==> src/shared/eqc_pkg.sv <==
// constants and types for the channel 1 set b equalizer configuration bank
package eqc_pkg;

    localparam int BYTE_W    = 8;
    localparam int NUM_TAPS  = 7;
    localparam int NUM_REGS  = 10;
    localparam int TAP_MAG_W = 6;
    localparam int DRV_W     = 6;
    localparam int OFS_MAG_W = 5;
    localparam int AMP_W     = 3;

    // two-wire device address; value is arbitrary
    localparam logic [6:0] DEV_ADDR = 7'h2a;
    localparam logic [3:0] BITS_PER_BYTE = 4'h8;

    // register offsets
    localparam logic [7:0] OFS_TAP2  = 8'h62;
    localparam logic [7:0] OFS_TAP3  = 8'h63;
    localparam logic [7:0] OFS_TAP4  = 8'h64;
    localparam logic [7:0] OFS_TAP5  = 8'h65;
    localparam logic [7:0] OFS_TAP6  = 8'h66;
    localparam logic [7:0] OFS_TAP7  = 8'h67;
    localparam logic [7:0] OFS_TAP8  = 8'h68;
    localparam logic [7:0] OFS_DRIVE = 8'h69;
    localparam logic [7:0] OFS_OFFS  = 8'h6a;
    localparam logic [7:0] OFS_AMP   = 8'h6b;

    // reset values
    localparam logic [7:0] RST_TAP2  = 8'hff;
    localparam logic [7:0] RST_TAP3  = 8'ha8;
    localparam logic [7:0] RST_TAP4  = 8'h84;
    localparam logic [7:0] RST_TAPZ  = 8'hc0;
    localparam logic [7:0] RST_DRIVE = 8'h3f;
    localparam logic [7:0] RST_OFFS  = 8'h40;
    localparam logic [7:0] RST_AMP   = 8'h04;

    // field positions
    localparam int TAP_EN_BIT   = 7;
    localparam int TAP_POS_BIT  = 6;
    localparam int OFS_AUTO_BIT = 6;
    localparam int OFS_SIGN_BIT = 5;

    // storage index of the non-tap registers
    localparam int IDX_DRIVE = 7;
    localparam int IDX_OFFS  = 8;
    localparam int IDX_AMP   = 9;

    localparam logic [7:0] REG_OFS [NUM_REGS] = '{OFS_TAP2, OFS_TAP3, OFS_TAP4,
        OFS_TAP5, OFS_TAP6, OFS_TAP7, OFS_TAP8, OFS_DRIVE, OFS_OFFS, OFS_AMP};
    localparam logic [7:0] REG_RST [NUM_REGS] = '{RST_TAP2, RST_TAP3, RST_TAP4,
        RST_TAPZ, RST_TAPZ, RST_TAPZ, RST_TAPZ, RST_DRIVE, RST_OFFS, RST_AMP};

    typedef enum logic [8:0] {
        ST_IDLE      = 9'h001,
        ST_ADDR      = 9'h002,
        ST_ADDR_ACK  = 9'h004,
        ST_PTR       = 9'h008,
        ST_PTR_ACK   = 9'h010,
        ST_WDATA     = 9'h020,
        ST_WDATA_ACK = 9'h040,
        ST_RDATA     = 9'h080,
        ST_RDATA_ACK = 9'h100
    } eqc_state_e;

endpackage

==> src/design/eqc_sync2.sv <==
// two-flop synchroniser for the serial pins
`timescale 1ns/10ps
module eqc_sync2 #(
    parameter int         W       = 2,
    parameter logic [1:0] RST_VAL = 2'h3
) (
    input  wire logic         ref_clk_i,
    input  wire logic         rst_n_i,
    input  wire logic         ce_i,
    input  wire logic [W-1:0] d_i,
    output logic      [W-1:0] q_o
);
    logic [W-1:0] meta_q;
    logic [W-1:0] meta_d;
    logic [W-1:0] sync_q;
    logic [W-1:0] sync_d;

    always_comb begin
        meta_d = d_i;
        sync_d = meta_q;
    end

    always_ff @(posedge ref_clk_i) begin
        if (!rst_n_i) begin
            meta_q <= RST_VAL[W-1:0];
            sync_q <= RST_VAL[W-1:0];
        end else if (ce_i) begin
            meta_q <= meta_d;
            sync_q <= sync_d;
        end
    end

    assign q_o = sync_q;
endmodule

==> src/design/eqc_cfg_reg.sv <==
// one 8-bit read/write configuration register with its reset default
`timescale 1ns/10ps
module eqc_cfg_reg #(
    parameter logic [7:0] RST_VAL = 8'h00
) (
    input  wire logic       ref_clk_i,
    input  wire logic       rst_n_i,
    input  wire logic       ce_i,
    input  wire logic       we_i,
    input  wire logic [7:0] wdata_i,
    output logic      [7:0] q_o
);
    logic [7:0] val_q;
    logic [7:0] val_d;

    // every bit, factory bits included, takes the written value
    always_comb begin
        val_d = we_i ? wdata_i : val_q;
    end

    always_ff @(posedge ref_clk_i) begin
        if (!rst_n_i) begin
            val_q <= RST_VAL;
        end else if (ce_i) begin
            val_q <= val_d;
        end
    end

    assign q_o = val_q;
endmodule

==> src/design/eqc_cfg_top.sv <==
// channel 1 set b equalizer configuration bank behind a two-wire slave
`timescale 1ns/10ps
// What this block does
// - tap register bit 6 selects polarity, one positive, zero negative.
// - tap register bit 7 enables the tap, resets to one.
// - tap register low six bits hold unsigned gain magnitude.
// - tap 2 resets enabled, positive, full-scale magnitude.
// - tap 3 resets enabled, negative, magnitude 0x28.
// - tap 4 resets enabled, negative, magnitude 0x04.
// - taps 5 to 8 reset enabled, positive, zero magnitude.
// - predriver gain in six low bits, resets full scale; top bits zero.
// - offset bit 6 is auto correction enable resetting one; bit 7 zero.
// - offset bit 5 manual sign, low five bits manual magnitude, reset zero.
// - amplitude register low three bits target code, reset 100; rest zero.
// - every field including factory bits reads back last write or default.
module eqc_cfg_top (
    input  wire logic                                   ref_clk_i,
    input  wire logic                                   rst_n_i,
    input  wire logic                                   ce_i,
    input  wire logic                                   scl_i,
    input  wire logic                                   sda_i,
    output logic                                        sda_o,
    output logic                                        sda_oe_o,
    output logic [eqc_pkg::NUM_TAPS-1:0]                tap_en_o,
    output logic [eqc_pkg::NUM_TAPS-1:0]                tap_pos_o,
    output logic [eqc_pkg::NUM_TAPS-1:0][eqc_pkg::TAP_MAG_W-1:0] tap_mag_o,
    output logic [eqc_pkg::DRV_W-1:0]                   drive_gain_o,
    output logic                                        offset_auto_en_o,
    output logic                                        offset_manual_sign_o,
    output logic [eqc_pkg::OFS_MAG_W-1:0]               offset_manual_mag_o,
    output logic [eqc_pkg::AMP_W-1:0]                   gain_ctrl_target_level_o
);
    import eqc_pkg::*;

    logic [1:0]       pins_s;
    logic             scl_s;
    logic             sda_s;
    logic             scl_p_q;
    logic             scl_p_d;
    logic             sda_p_q;
    logic             sda_p_d;
    logic             scl_rise;
    logic             scl_fall;
    logic             start_cond;
    logic             stop_cond;

    eqc_state_e       state_q;
    eqc_state_e       state_d;
    logic [7:0]       shift_q;
    logic [7:0]       shift_d;
    logic [3:0]       cnt_q;
    logic [3:0]       cnt_d;
    logic [7:0]       ptr_q;
    logic [7:0]       ptr_d;
    logic             rw_q;
    logic             rw_d;
    logic             oe_q;
    logic             oe_d;
    logic             sda_q;
    logic             sda_d;
    logic             wr_stb;
    logic [7:0]       rdata;

    logic [NUM_REGS-1:0] reg_we;
    logic [7:0]          reg_q [NUM_REGS];

    logic             man_sign_q;
    logic             man_sign_d;
    logic [OFS_MAG_W-1:0] man_mag_q;
    logic [OFS_MAG_W-1:0] man_mag_d;

    function automatic logic reg_hit(input logic [7:0] addr, input int idx);
        reg_hit = (addr == REG_OFS[idx]);
    endfunction

    // pins from outside the clock domain
    eqc_sync2 #(
        .W       (2),
        .RST_VAL (2'h3)
    ) u_sync (
        .ref_clk_i (ref_clk_i),
        .rst_n_i   (rst_n_i),
        .ce_i      (ce_i),
        .d_i       ({scl_i, sda_i}),
        .q_o       (pins_s)
    );

    assign scl_s = pins_s[1];
    assign sda_s = pins_s[0];

    always_comb begin
        scl_p_d    = scl_s;
        sda_p_d    = sda_s;
        scl_rise   = scl_s && !scl_p_q;
        scl_fall   = !scl_s && scl_p_q;
        start_cond = scl_s && scl_p_q && sda_p_q && !sda_s;
        stop_cond  = scl_s && scl_p_q && !sda_p_q && sda_s;
    end

    always_ff @(posedge ref_clk_i) begin
        if (!rst_n_i) begin
            scl_p_q <= 1'b1;
            sda_p_q <= 1'b1;
        end else if (ce_i) begin
            scl_p_q <= scl_p_d;
            sda_p_q <= sda_p_d;
        end
    end

    // unmapped offsets read as zero
    always_comb begin
        rdata = 8'h00;
        for (int i = 0; i < NUM_REGS; i++) begin
            if (reg_hit(ptr_q, i)) begin
                rdata = reg_q[i];
            end
        end
    end

    // serial slave: address, pointer (writes only), then auto-incrementing data bytes
    always_comb begin
        state_d = state_q;
        shift_d = shift_q;
        cnt_d   = cnt_q;
        ptr_d   = ptr_q;
        rw_d    = rw_q;
        oe_d    = oe_q;
        sda_d   = 1'b0;
        wr_stb  = 1'b0;
        if (start_cond) begin
            state_d = ST_ADDR;
            cnt_d   = 4'h0;
            oe_d    = 1'b0;
        end else if (stop_cond) begin
            state_d = ST_IDLE;
            oe_d    = 1'b0;
        end else begin
            case (state_q)
                ST_IDLE: begin
                    oe_d = 1'b0;
                end
                ST_ADDR, ST_PTR, ST_WDATA: begin
                    if (scl_rise) begin
                        shift_d = {shift_q[6:0], sda_s};
                        cnt_d   = cnt_q + 4'h1;
                    end else if (scl_fall && cnt_q == BITS_PER_BYTE) begin
                        cnt_d = 4'h0;
                        oe_d  = 1'b1;
                        if (state_q == ST_ADDR) begin
                            if (shift_q[7:1] == DEV_ADDR) begin
                                rw_d    = shift_q[0];
                                state_d = ST_ADDR_ACK;
                            end else begin
                                oe_d    = 1'b0;
                                state_d = ST_IDLE;
                            end
                        end else if (state_q == ST_PTR) begin
                            ptr_d   = shift_q;
                            state_d = ST_PTR_ACK;
                        end else begin
                            wr_stb  = 1'b1;
                            ptr_d   = ptr_q + 8'h01;
                            state_d = ST_WDATA_ACK;
                        end
                    end
                end
                ST_ADDR_ACK, ST_PTR_ACK, ST_WDATA_ACK: begin
                    if (scl_fall) begin
                        oe_d = 1'b0;
                        if (state_q == ST_ADDR_ACK && rw_q) begin
                            state_d = ST_RDATA;
                            shift_d = rdata;
                            oe_d    = !rdata[7];
                        end else if (state_q == ST_ADDR_ACK) begin
                            state_d = ST_PTR;
                        end else begin
                            state_d = ST_WDATA;
                        end
                    end
                end
                ST_RDATA: begin
                    if (scl_rise) begin
                        cnt_d = cnt_q + 4'h1;
                    end else if (scl_fall && cnt_q == BITS_PER_BYTE) begin
                        oe_d    = 1'b0;
                        cnt_d   = 4'h0;
                        ptr_d   = ptr_q + 8'h01;
                        state_d = ST_RDATA_ACK;
                    end else if (scl_fall) begin
                        shift_d = {shift_q[6:0], 1'b0};
                        oe_d    = !shift_q[6];
                    end
                end
                ST_RDATA_ACK: begin
                    if (scl_rise && sda_s) begin
                        state_d = ST_IDLE;
                    end else if (scl_fall) begin
                        state_d = ST_RDATA;
                        shift_d = rdata;
                        oe_d    = !rdata[7];
                    end
                end
                default: begin
                    state_d = ST_IDLE;
                    oe_d    = 1'b0;
                end
            endcase
        end
    end

    always_ff @(posedge ref_clk_i) begin
        if (!rst_n_i) begin
            state_q <= ST_IDLE;
            shift_q <= 8'h00;
            cnt_q   <= 4'h0;
            ptr_q   <= 8'h00;
            rw_q    <= 1'b0;
            oe_q    <= 1'b0;
            sda_q   <= 1'b0;
        end else if (ce_i) begin
            state_q <= state_d;
            shift_q <= shift_d;
            cnt_q   <= cnt_d;
            ptr_q   <= ptr_d;
            rw_q    <= rw_d;
            oe_q    <= oe_d;
            sda_q   <= sda_d;
        end
    end

    assign sda_o    = sda_q;
    assign sda_oe_o = oe_q;

    // register storage
    for (genvar g = 0; g < NUM_REGS; g++) begin : g_reg
        assign reg_we[g] = wr_stb && reg_hit(ptr_q, g);
        eqc_cfg_reg #(
            .RST_VAL (REG_RST[g])
        ) u_reg (
            .ref_clk_i (ref_clk_i),
            .rst_n_i   (rst_n_i),
            .ce_i      (ce_i),
            .we_i      (reg_we[g]),
            .wdata_i   (shift_q),
            .q_o       (reg_q[g])
        );
    end

    // tap fields straight from the register flops
    for (genvar t = 0; t < NUM_TAPS; t++) begin : g_tap
        assign tap_en_o[t]  = reg_q[t][TAP_EN_BIT];
        assign tap_pos_o[t] = reg_q[t][TAP_POS_BIT];
        assign tap_mag_o[t] = reg_q[t][TAP_MAG_W-1:0];
    end

    assign drive_gain_o             = reg_q[IDX_DRIVE][DRV_W-1:0];
    assign offset_auto_en_o         = reg_q[IDX_OFFS][OFS_AUTO_BIT];
    assign gain_ctrl_target_level_o = reg_q[IDX_AMP][AMP_W-1:0];

    // manual offset is masked while automatic correction runs
    always_comb begin
        man_sign_d = 1'b0;
        man_mag_d  = '0;
        if (!reg_q[IDX_OFFS][OFS_AUTO_BIT]) begin
            man_sign_d = reg_q[IDX_OFFS][OFS_SIGN_BIT];
            man_mag_d  = reg_q[IDX_OFFS][OFS_MAG_W-1:0];
        end
    end

    always_ff @(posedge ref_clk_i) begin
        if (!rst_n_i) begin
            man_sign_q <= 1'b0;
            man_mag_q  <= '0;
        end else if (ce_i) begin
            man_sign_q <= man_sign_d;
            man_mag_q  <= man_mag_d;
        end
    end

    assign offset_manual_sign_o = man_sign_q;
    assign offset_manual_mag_o  = man_mag_q;
endmodule

==> config.mk <==
export PLATFORM = sky130hd
export DESIGN_NAME = eqc_cfg_top
export DESIGN_NICKNAME = d
export VERILOG_FILES = /design/src/shared/eqc_pkg.sv /design/src/design/eqc_sync2.sv /design/src/design/eqc_cfg_reg.sv /design/src/design/eqc_cfg_top.sv
export SDC_FILE = /design/constraint.sdc
export NUM_CORES = 1
export LEC_CHECK = 0
export CORE_MARGIN = 2
export CORE_UTILIZATION = 30
export DETAILED_ROUTE_END_ITERATION = 7
export DONT_BUFFER_PORTS = 1
export PLACE_DENSITY = 0.51
export SYNTH_ARGS = -nofsm -noshare
export SYNTH_HDL_FRONTEND = slang
export SYNTH_SLANG_ARGS = --single-unit
==> constraint.sdc <==
create_clock -name ref_clk_i -period 2.62 [get_ports ref_clk_i]
set_input_delay 0.262 -clock ref_clk_i [delete_from_list [all_inputs] [get_ports ref_clk_i]]
set_output_delay 0.262 -clock ref_clk_i [all_outputs]
set_load 0.1 [all_outputs]
# [After elaboration in Yosys (flattened, before gate mapping)]
# Index checks and enable logic that the tools add are counted.
[totals] reg_bits=123 latchBits=0 ramBits=0 romBits=0 inputBits=5 output_inout_bits=74 word_cells=189 memories=0
[op_classes] n_addsub=2 mul=0 n_div=0 magnitude_cmp=0 eq_ne=44 n_shift=0 muxes=69 bitwise=3 reduce_logical=49
[ops] operator="8-bit two-way mux" n=25
[ops] operator="9-bit two-way mux" n=10
[ops] operator="8-bit by 7-bit == test with 1-bit output, second input constant" n=10
[ops] operator="9-bit one-hot mux with 5 select lines" n=1
[ops] operator="8-bit one-hot mux with 4 select lines" n=1
[ops] operator="4-bit != test, second input constant" n=7
[ops] operator="2-bit != test, second input constant" n=13
[ops] operator="8-bit AND reduction" n=3
[ops] operator="1-bit two-way mux" n=21
[ops] operator="1-bit logical AND" n=20
[ops] operator="4-bit two-way mux" n=5
[ops] operator="2-bit AND reduction" n=10
[ops] operator="8-bit one-hot mux with 2 select lines" n=1
[ops] operator="12-bit AND reduction" n=1
[ops] operator="5-bit != test, second input constant" n=2
[ops] operator="9-bit by 1-bit == test with 1-bit output, second input constant" n=1
[ops] operator="9-bit by 2-bit == test with 1-bit output, second input constant" n=1
[ops] operator="9-bit by 3-bit == test with 1-bit output, second input constant" n=1
[ops] operator="9-bit by 4-bit == test with 1-bit output, second input constant" n=1
[ops] operator="9-bit by 5-bit == test with 1-bit output, second input constant" n=1
[ops] operator="9-bit by 6-bit == test with 1-bit output, second input constant" n=1
[ops] operator="9-bit by 7-bit == test with 1-bit output, second input constant" n=1
[ops] operator="9-bit by 8-bit == test with 1-bit output, second input constant" n=1
[ops] operator="9-bit == test, second input constant" n=1
[ops] operator="other kinds (19)" n=28

# [Logic depth before layout (Yosys ltp)]
# Gate-level depths: netlist of run 1.
[logic_depth] depth_word=17 depth_mapped=11 ltp_nobuf=8

# [Modules after synthesis]
# From an unflattened synthesis of run 1, not the netlist that was laid out.
[hier_totals] cells_unflattened=908 area_unflattened_um2=7538.5
[by_module_without_submodules] module="eqc_cfg_top" n_inst=1 cells_each=525 area_per_inst_um2=3786.1 seq_area_each_um2=780.7
[by_module_without_submodules] module="eqc_cfg_reg (g_reg[2].u_reg ...)" n_inst=5 cells_each=37 area_per_inst_um2=359.1 seq_area_each_um2=160.2
[by_module_without_submodules] module="eqc_cfg_reg (g_reg[8].u_reg ...)" n_inst=2 cells_each=37 area_per_inst_um2=356.6 seq_area_each_um2=160.2
[by_module_without_submodules] module="eqc_cfg_reg (g_reg[0].u_reg)" n_inst=1 cells_each=37 area_per_inst_um2=372.9 seq_area_each_um2=160.2
[by_module_without_submodules] module="eqc_cfg_reg (g_reg[7].u_reg)" n_inst=1 cells_each=37 area_per_inst_um2=369.1 seq_area_each_um2=160.2
[by_module_without_submodules] module="eqc_cfg_reg (g_reg[1].u_reg)" n_inst=1 cells_each=37 area_per_inst_um2=361.6 seq_area_each_um2=160.2
[by_module_without_submodules] module="eqc_sync2" n_inst=1 cells_each=13 area_per_inst_um2=140.1 seq_area_each_um2=80.1

# [Worst setup path after synthesis of run 1]
# No wires, ideal clock.
[synth_timing] path_kind="register to register" start="register ptr_q[0]" end="register g_reg[8].u_reg.val_q[7]" setup_time_ps=128 arrival_time_ps=1978 path_slack_ps=514 stages_incl_launch_ff=9 n_path_buf=3 path_cell_list="dfxtp_1 -> inv_1 -> ha_1 -> clkbuf_1 -> clkbuf_1 -> buf_1 -> nand3_2 -> mux2i_1 -> nor2_1"
[synth_between] elab_chain_cells=3
[synth_rtl] element="start: declaration" line_no="eqc_cfg_top.sv:53" source="logic [7:0] ptr_q;"
[synth_rtl] element="start signal: assignment" line_no="eqc_cfg_top.sv:224" source="ptr_q <= ptr_d;"
[synth_rtl] element="8-bit by 7-bit == test with 1-bit output" line_no="eqc_cfg_top.sv:73" source="reg_hit = (addr == REG_OFS[idx]);"
[synth_rtl] element="1-bit logical AND" line_no="eqc_cfg_top.sv:236" source="assign reg_we[g] = wr_stb && reg_hit(ptr_q, g);"
[synth_rtl] element="2-bit AND reduction (no line)"
[synth_rtl] element="end signal: assignment" line_no="eqc_cfg_reg.sv:25" source="val_q <= val_d;"
[synth_rtl] element="end: declaration" line_no="eqc_cfg_reg.sv:13" source="logic [7:0] val_q;"
# Every way passes these cells.
# A chain may end at the register's enable or synchronous reset.

# [Worst setup path in the final report of run 1]
[layout_timing] start="register state_q[1]" end="register oe_q (netlist: sda_oe_o)"
[layout_between] elab_chain_cells=7 word_cells_on_any_way=27 cone_classes="eq/ne: 15; mux: 8; reduce/logical: 4"
[layout_rtl] element="start: declaration" line_no="eqc_cfg_top.sv:47" source="eqc_state_e state_q;"
[layout_rtl] element="start signal: assignment" line_no="eqc_cfg_top.sv:221" source="state_q <= state_d;"
[layout_rtl] element="9-bit by 2-bit == test with 1-bit output or 9-bit by 3-bit == test with 1-bit output (tied branches)" line_no="eqc_cfg_top.sv:138, eqc_cfg_top.sv:149, eqc_cfg_top.sv:170"
[layout_rtl] element="1-bit two-way mux or 1-bit logical AND (tied branches)" line_no="eqc_cfg_top.sv:149, eqc_cfg_top.sv:170"
[layout_rtl] element="1-bit two-way mux, on equally long branches" line_no="eqc_cfg_top.sv:146, eqc_cfg_top.sv:170"
[layout_rtl] element="1-bit two-way mux, on equally long branches" line_no="eqc_cfg_top.sv:143, eqc_cfg_top.sv:168"
[layout_rtl] element="1-bit one-hot mux with 4 select lines" line_no="eqc_cfg_top.sv:138" source="case (state_q)"
[layout_rtl] element="1-bit two-way mux" line_no="eqc_cfg_top.sv:134" source="end else if (stop_cond) begin"
[layout_rtl] element="1-bit two-way mux" line_no="eqc_cfg_top.sv:130" source="if (start_cond) begin"
[layout_rtl] element="end signal: assignment" line_no="eqc_cfg_top.sv:218" source="oe_q <= 1'b0;"
[layout_rtl] element="end signal: assignment" line_no="eqc_cfg_top.sv:226" source="oe_q <= oe_d;"
[layout_rtl] element="end: declaration" line_no="eqc_cfg_top.sv:57" source="logic oe_q;"
# Several ways; a longest one is shown, not always the timed one. The select of a mux whose other input is x is not followed.

==> impl_results.md, run 1 <==
- FF/Latch Area: 2460 um2
- Mapped Cells: 806
- Endpoints failing setup: 0
- Fraction of registers with async set/reset: 0
- Relative slew slack: 0.340
- Initial Utilization: 0.307
- Vias in the first global route: 6003
- RSZ-0062 raised after global routing: no
- Post-synth top area share: 0.367
- CTS tree: done
- Period utilization: 0.937
- Tightest Pin Transition: 0.988 ns
- P_leak: 3.42 nW
- Synthesized flop and latch total: 123
- Final non-filler cell total: 1152
- Post-layout minimum cycle time: 2.46 ns
- Via Count: 6162
- # rows: 54
- Worst setup margin: 0.164 ns
- Most common cell in the netlist: dfxtp_1
- Die Area: 23600 um2
- Overall routing resource usage: 0.188
- Worst VDD drop: 438 uV
- Routed Antenna Nets: 0
- Post-synth cell types: 78
- CTS max path bufs: 2
- Critical path fanouts, max: 12
- Place WS: 0.227 ns
- Clock Skews: 0.0106 ns
- Root buffer cell: clkbuf_16
- Design Area, Final: 8240 um2
- Largest net degree at the start of global routing: 51
- Post-DP Area: 7530 um2
- Area used by multi-input combinational logic: 3820 um2
- Critical path, cell by cell: or4_1 -> nor4b_2 -> o21ai_1 -> and4_1 -> and2_1 -> a41o_1
- Placed Instances: 1116
- Post-CTS setup buffers: 0
- Input/output buffers: 0
- Width of the die: 154 um
- Routed vias/inst: 5.35
- Top cells by count, synth: dfxtp_1 (123), nand2_1 (101), nor2_1 (78)
- Clk slew on worst S/H paths: 0.06 ns
- Syn. warnings: 0
- Startpoint Class: flip-flop
- Setup TNS Final: 0 ns
- Layout net count: 870
- Total gr overflow: 0
- CP Data Arrival Time: 2.77 ns
- CP endpoint kind: flip-flop
- Fillers: 2307
- Top_reg_cell synth: dfxtp_1
- CP peak stage delay: 0.61 ns
- Mapped Area: 6710 um2
- Initial DRC count: 453
- Drt total wl: 22300 um
- Cell taking the most area after synthesis: dfxtp_1
- Final Max Slew Viols: 0
- Sink Count: 123
- I/O pin cnt: 79
- First-pass GRT wire length: 35000 um
- TritonCTS buffer count: 17
- Register area share after synthesis: 0.367
- Layout-stage area growth over the synthesis result: 22.8%
- Share of cells above drive strength 1: 0.194
- Crit path max-delay cell type: or4_1
- Final RePlAce weighted congestion: 0.933
- Hold/Removal Path Class: input port to flip-flop
- DR WL/cell: 19.3 um
- Syn_area_per_cell: 8.33 um2
- Clk_lat worst skew: 0.43 ns
- Mapped Nets: 817
- Die span in y: 154 um
- Number of synthesized flops with an enable pin: 0
- Synth area leaders: dfxtp_1 (37%), mux2i_1 (10%), nand2_1 (5.6%)
- # DRC: 0
- Final HPWL DP: 15500 um
- Endpoints failing hold: 0
- Status: finished, final reports clean
- Core box area: 21900 um2
- PD cells: 569 nW/um2
- # diodes: 0
- DRT Pass-1 Iters: 5
- Critical path type: flip-flop to flip-flop
- Critical Path RT: 2.94 ns
- Initial antenna violation count: 0
- Max capacitance violation total: 0
- Fmax: 407 MHz
- CTS H-tree depth: 4
flip-flops by register name (all words and copies together) (netlist names), 2 cells and up:
register and cells:
offset_manual_mag_o 5, g.u_reg.q_o 80, shift_q 8, u_sync.q_o 2
u_sync.meta_q 2, cnt_q 4, ptr_q 8, state_q 9
stage by stage:
stage          hold WS (ns)  utilization  power (mW)
2_1_floorplan         0.390            -        2.01
3_3_place_gp          0.328        0.344        2.03
3_5_place_dp          0.334        0.344        2.02
4_1_cts              0.0282        0.376        4.72
5_1_grt              0.0452        0.376        4.82
6_report             0.0381        0.376        4.69
metal layers:
layer / vias to the layer above / wire [um] / GRT usage
met5: - / 0 / 0
met2: 168 / 10400 / 0.308
met3: 35 / 1240 / 0.0457
met1: 2961 / 10100 / 0.241
li1: 2998 / - / -
met4: 0 / 575 / 0.0660
logic make-up (layout without fill, tap and decap cells):
group | count (synthesis) | after routing | synth area share
mux | 70 | 70 | 0.105
flops | 123 | 123 | 0.367
fa+ha+maj | 6 | 6 | 0.0112
simple gates | 322 | 322 | 0.260
buf+inv | 93 | 159 | 0.0651
other cells | 1 | 1 | 0.000559
compound gates | 187 | 187 | 0.186
xor+xnor | 4 | 4 | 0.00522
worst max-delay path: cells and delay by family (launching register included):
kind | cells | cell delay, ns
simple gates | 4 | 1.57
compound gates | 2 | 0.36
flops | 1 | 0.42
final cells by class:
cell class              instances  area share
flip-flops and latches        123       0.299
clock buffers                  19      0.0550
inverters                      21     0.00956
well taps                     280      0.0425
clock inverters                13      0.0258
repair buffers                106       0.105
multi-input cells             590       0.463
timing repair:
| action | in CTS | in global routing |
|---|---|---|
| hold buffers | 4 | 0 |
| resized for setup | 0 | 0 |
| hold endpoints to repair | 39 | 0 |
power by group:
group | internal [mW] | total (mW) | leakage, nW | switching (mW)
Clock | 1.75 | 2.68 | 0.317 | 0.935
Combinational | 0.0347 | 0.121 | 2.11 | 0.0867
Sequential | 1.88 | 1.88 | 0.993 | 0.00780
Total | 3.66 | 4.69 | 3.42 | 1.03
final timing paths:
path | startpoint | to | slack (ns) | cells after the start
setup / recovery | state_q[1] | sda_oe_o | 0.16 | 6
hold / removal | ce_i | cnt_q[1] | 0.04 | 2
setup reg to reg | state_q[1] | sda_oe_o | 0.16 | 6
hold reg to reg | u_sync.meta_q[1] | u_sync.q_o[1] | 0.48 | 2
cells in the final DEF, fill, tap and decap left out, drive strengths merged, types with 4 or more instances in the layout:
cell	n
a211oi	8
a21o	5
a21oi	57
a221oi	6
a2bb2oi	4
a31oi	5
and2	6
and3	10
buf	103
bufinv	5
clkbuf	19
dfxtp	123
ha	6
inv	23
mux2i	69
nand2	102
nand2b	6
nand3	31
nand3b	10
nand4	15
nor2	78
nor2b	12
nor3	18
nor3b	8
o211ai	16
o21ai	38
o221ai	4
o22ai	9
o2bb2ai	6
o31ai	6
or2	4
Power figures use the tool's default switching activity.
==> inputs of run 2 (changes only) <==
--- a/config.mk
+++ b/config.mk
@@ -5,11 +5,11 @@
 export SDC_FILE = /design/constraint.sdc
 export NUM_CORES = 1
 export LEC_CHECK = 0
+export BUFFER_PORTS_ARGS = -buffer_cell sky130_fd_sc_hd__buf_2
 export CORE_MARGIN = 2
 export CORE_UTILIZATION = 30
 export DETAILED_ROUTE_END_ITERATION = 7
-export DONT_BUFFER_PORTS = 1
-export PLACE_DENSITY = 0.51
+export PLACE_DENSITY = 0.54
 export SYNTH_ARGS = -nofsm -noshare
 export SYNTH_HDL_FRONTEND = slang
 export SYNTH_SLANG_ARGS = --single-unit
==> impl_results.md, run 2 (synthesis gave the netlist of run 1 again) <==
- Status: finished, final reports clean
- CP endpoint kind: flip-flop
- Sink Count: 123
- FF/Latch Area: 2460 um2
- Vias in the first global route: 5990
- Routed Antenna Nets: 0
- TritonCTS buffer count: 17
- Tightest Pin Transition: 0.766 ns
- Layout-stage area growth over the synthesis result: 20.0%
- Post-CTS setup buffers: 0
- Worst VDD drop: 437 uV
- Endpoints failing hold: 0
- I/O pin cnt: 79
- # hold bufs at CTS: 0
- Gate power share: 0.028
- PD cells: 569 nW/um2
- Final non-filler cell total: 1160
- Critical Path RT: 2.94 ns
- Clock Skews: 0.00946 ns
- Post-CTS Resized: 0
- Most common cell after layout, fill and taps aside: dfxtp_1
- CTS H-tree depth: 4
- Endpoints failing setup: 0
- Initial Utilization: 0.307
- Width of the die: 154 um
- RSZ-0062 raised after global routing: no
- Clk slew on worst S/H paths: 0.06 ns
- NetSw: 1.02 mW
- Net Sw Frac: 0.222
- CP Data Arrival Time: 2.83 ns
- Overall routing resource usage: 0.184
- Flop pwr share: 0.411
- Initial DRC count: 544
- Setup TNS Final: 0 ns
- Initial antenna violation count: 0
- # diodes: 0
- Final Max Slew Viols: 0
- DR WL/cell: 18.8 um
- First-pass GRT wire length: 34500 um
- Die Area: 23600 um2
- Final RePlAce weighted congestion: 0.907
- Pint: 3.56 mW
- Leading cell types in the layout, fill and taps excluded: dfxtp_1 (123), nand2_1 (101), nor2_1 (78)
- Placed Instances: 1128
- # rows: 54
- Period utilization: 0.959
- Drt total wl: 21900 um
- Tot Pwr: 4.58 mW
- Total gr overflow: 0
- Relative slew slack: 0.488
- Fillers: 2314
- Critical path type: flip-flop to flip-flop
- CTS max path bufs: 2
- Layout net count: 878
- Startpoint Class: flip-flop
- Clk_lat worst skew: 0.43 ns
- Max capacitance violation total: 0
- Final HPWL DP: 15400 um
- Via Count: 6251
- Clk pwr share: 0.561
- Hold/Removal Path Class: input port to flip-flop
- Largest net degree at the start of global routing: 55
- Area used by multi-input combinational logic: 3820 um2
- Critical path fanouts, max: 12
- P_leak: 3.40 nW
- Core box area: 21900 um2
- Input/output buffers: 77
- # DRC: 0
- Share of cells above drive strength 1: 0.203
- Fmax: 398 MHz
- Post-layout minimum cycle time: 2.51 ns
- Max reg flops: 80
- Die span in y: 154 um
- Root buffer cell: clkbuf_16
- Routed vias/inst: 5.39
- DRT Pass-1 Iters: 5
- CTS tree: done
[run 2: metrics by stage]
stage           util  setup slack [ns]  hold slack (ns)  cell area (um2)
6_report       0.368             0.108           0.0570             8050
5_1_grt        0.368            0.0116           0.0823             8050
4_1_cts        0.368             0.159           0.0498             8050
3_5_place_dp   0.339             0.171            0.463             7410
3_3_place_gp   0.339             0.112            0.455             7410
2_1_floorplan      -             0.514            0.390             6710
[run 2: power groups by stage]
stage	clock (mW)	sequential (mW)	combinational [mW]
floorplan	0	1.92	0.0889
global placement	0	1.92	0.128
detailed placement	0	1.92	0.128
CTS	2.60	1.88	0.127
global route	2.70	1.88	0.138
finish	2.57	1.88	0.128
[run 2: cell type report]
class / count / share of cell area
Clock buffer: 20 / 0.0567
Clock inverter: 12 / 0.0231
Tap cell: 280 / 0.0435
Inverter: 21 / 0.00979
Sequential cell: 123 / 0.306
Timing Repair Buffer: 114 / 0.0870
Multi-Input combinational cell: 590 / 0.474
[run 2: worst paths after layout]
path	start	end	slack (ns)	cells past startpoint
min	scl_i	u_sync.meta_q[1]	0.06	3
min reg2reg	u_sync.meta_q[1]	u_sync.q_o[1]	0.47	2
max reg2reg	state_q[1]	sda_oe_o	0.11	6
max	state_q[1]	sda_oe_o	0.11	6
[run 2: worst max-delay path, stage by stage, from the launching register on]
cell     delay (ns)
dfxtp_1        0.42
or4_1          0.60
nor4b_2        0.44
o21ai_1        0.15
and4_1         0.37
and2_1         0.21
a41o_1         0.21
[run 2: metal layers]
| metal | vias to the layer above | share of wire | global-route usage |
|---|---|---|---|
| li1 | 3011 | - | - |
| met1 | 2988 | 0.46 | 0.245 |
| met2 | 204 | 0.46 | 0.292 |
| met3 | 48 | 0.041 | 0.0259 |
| met4 | 0 | 0.036 | 0.0882 |
| met5 | - | 0 | 0 |
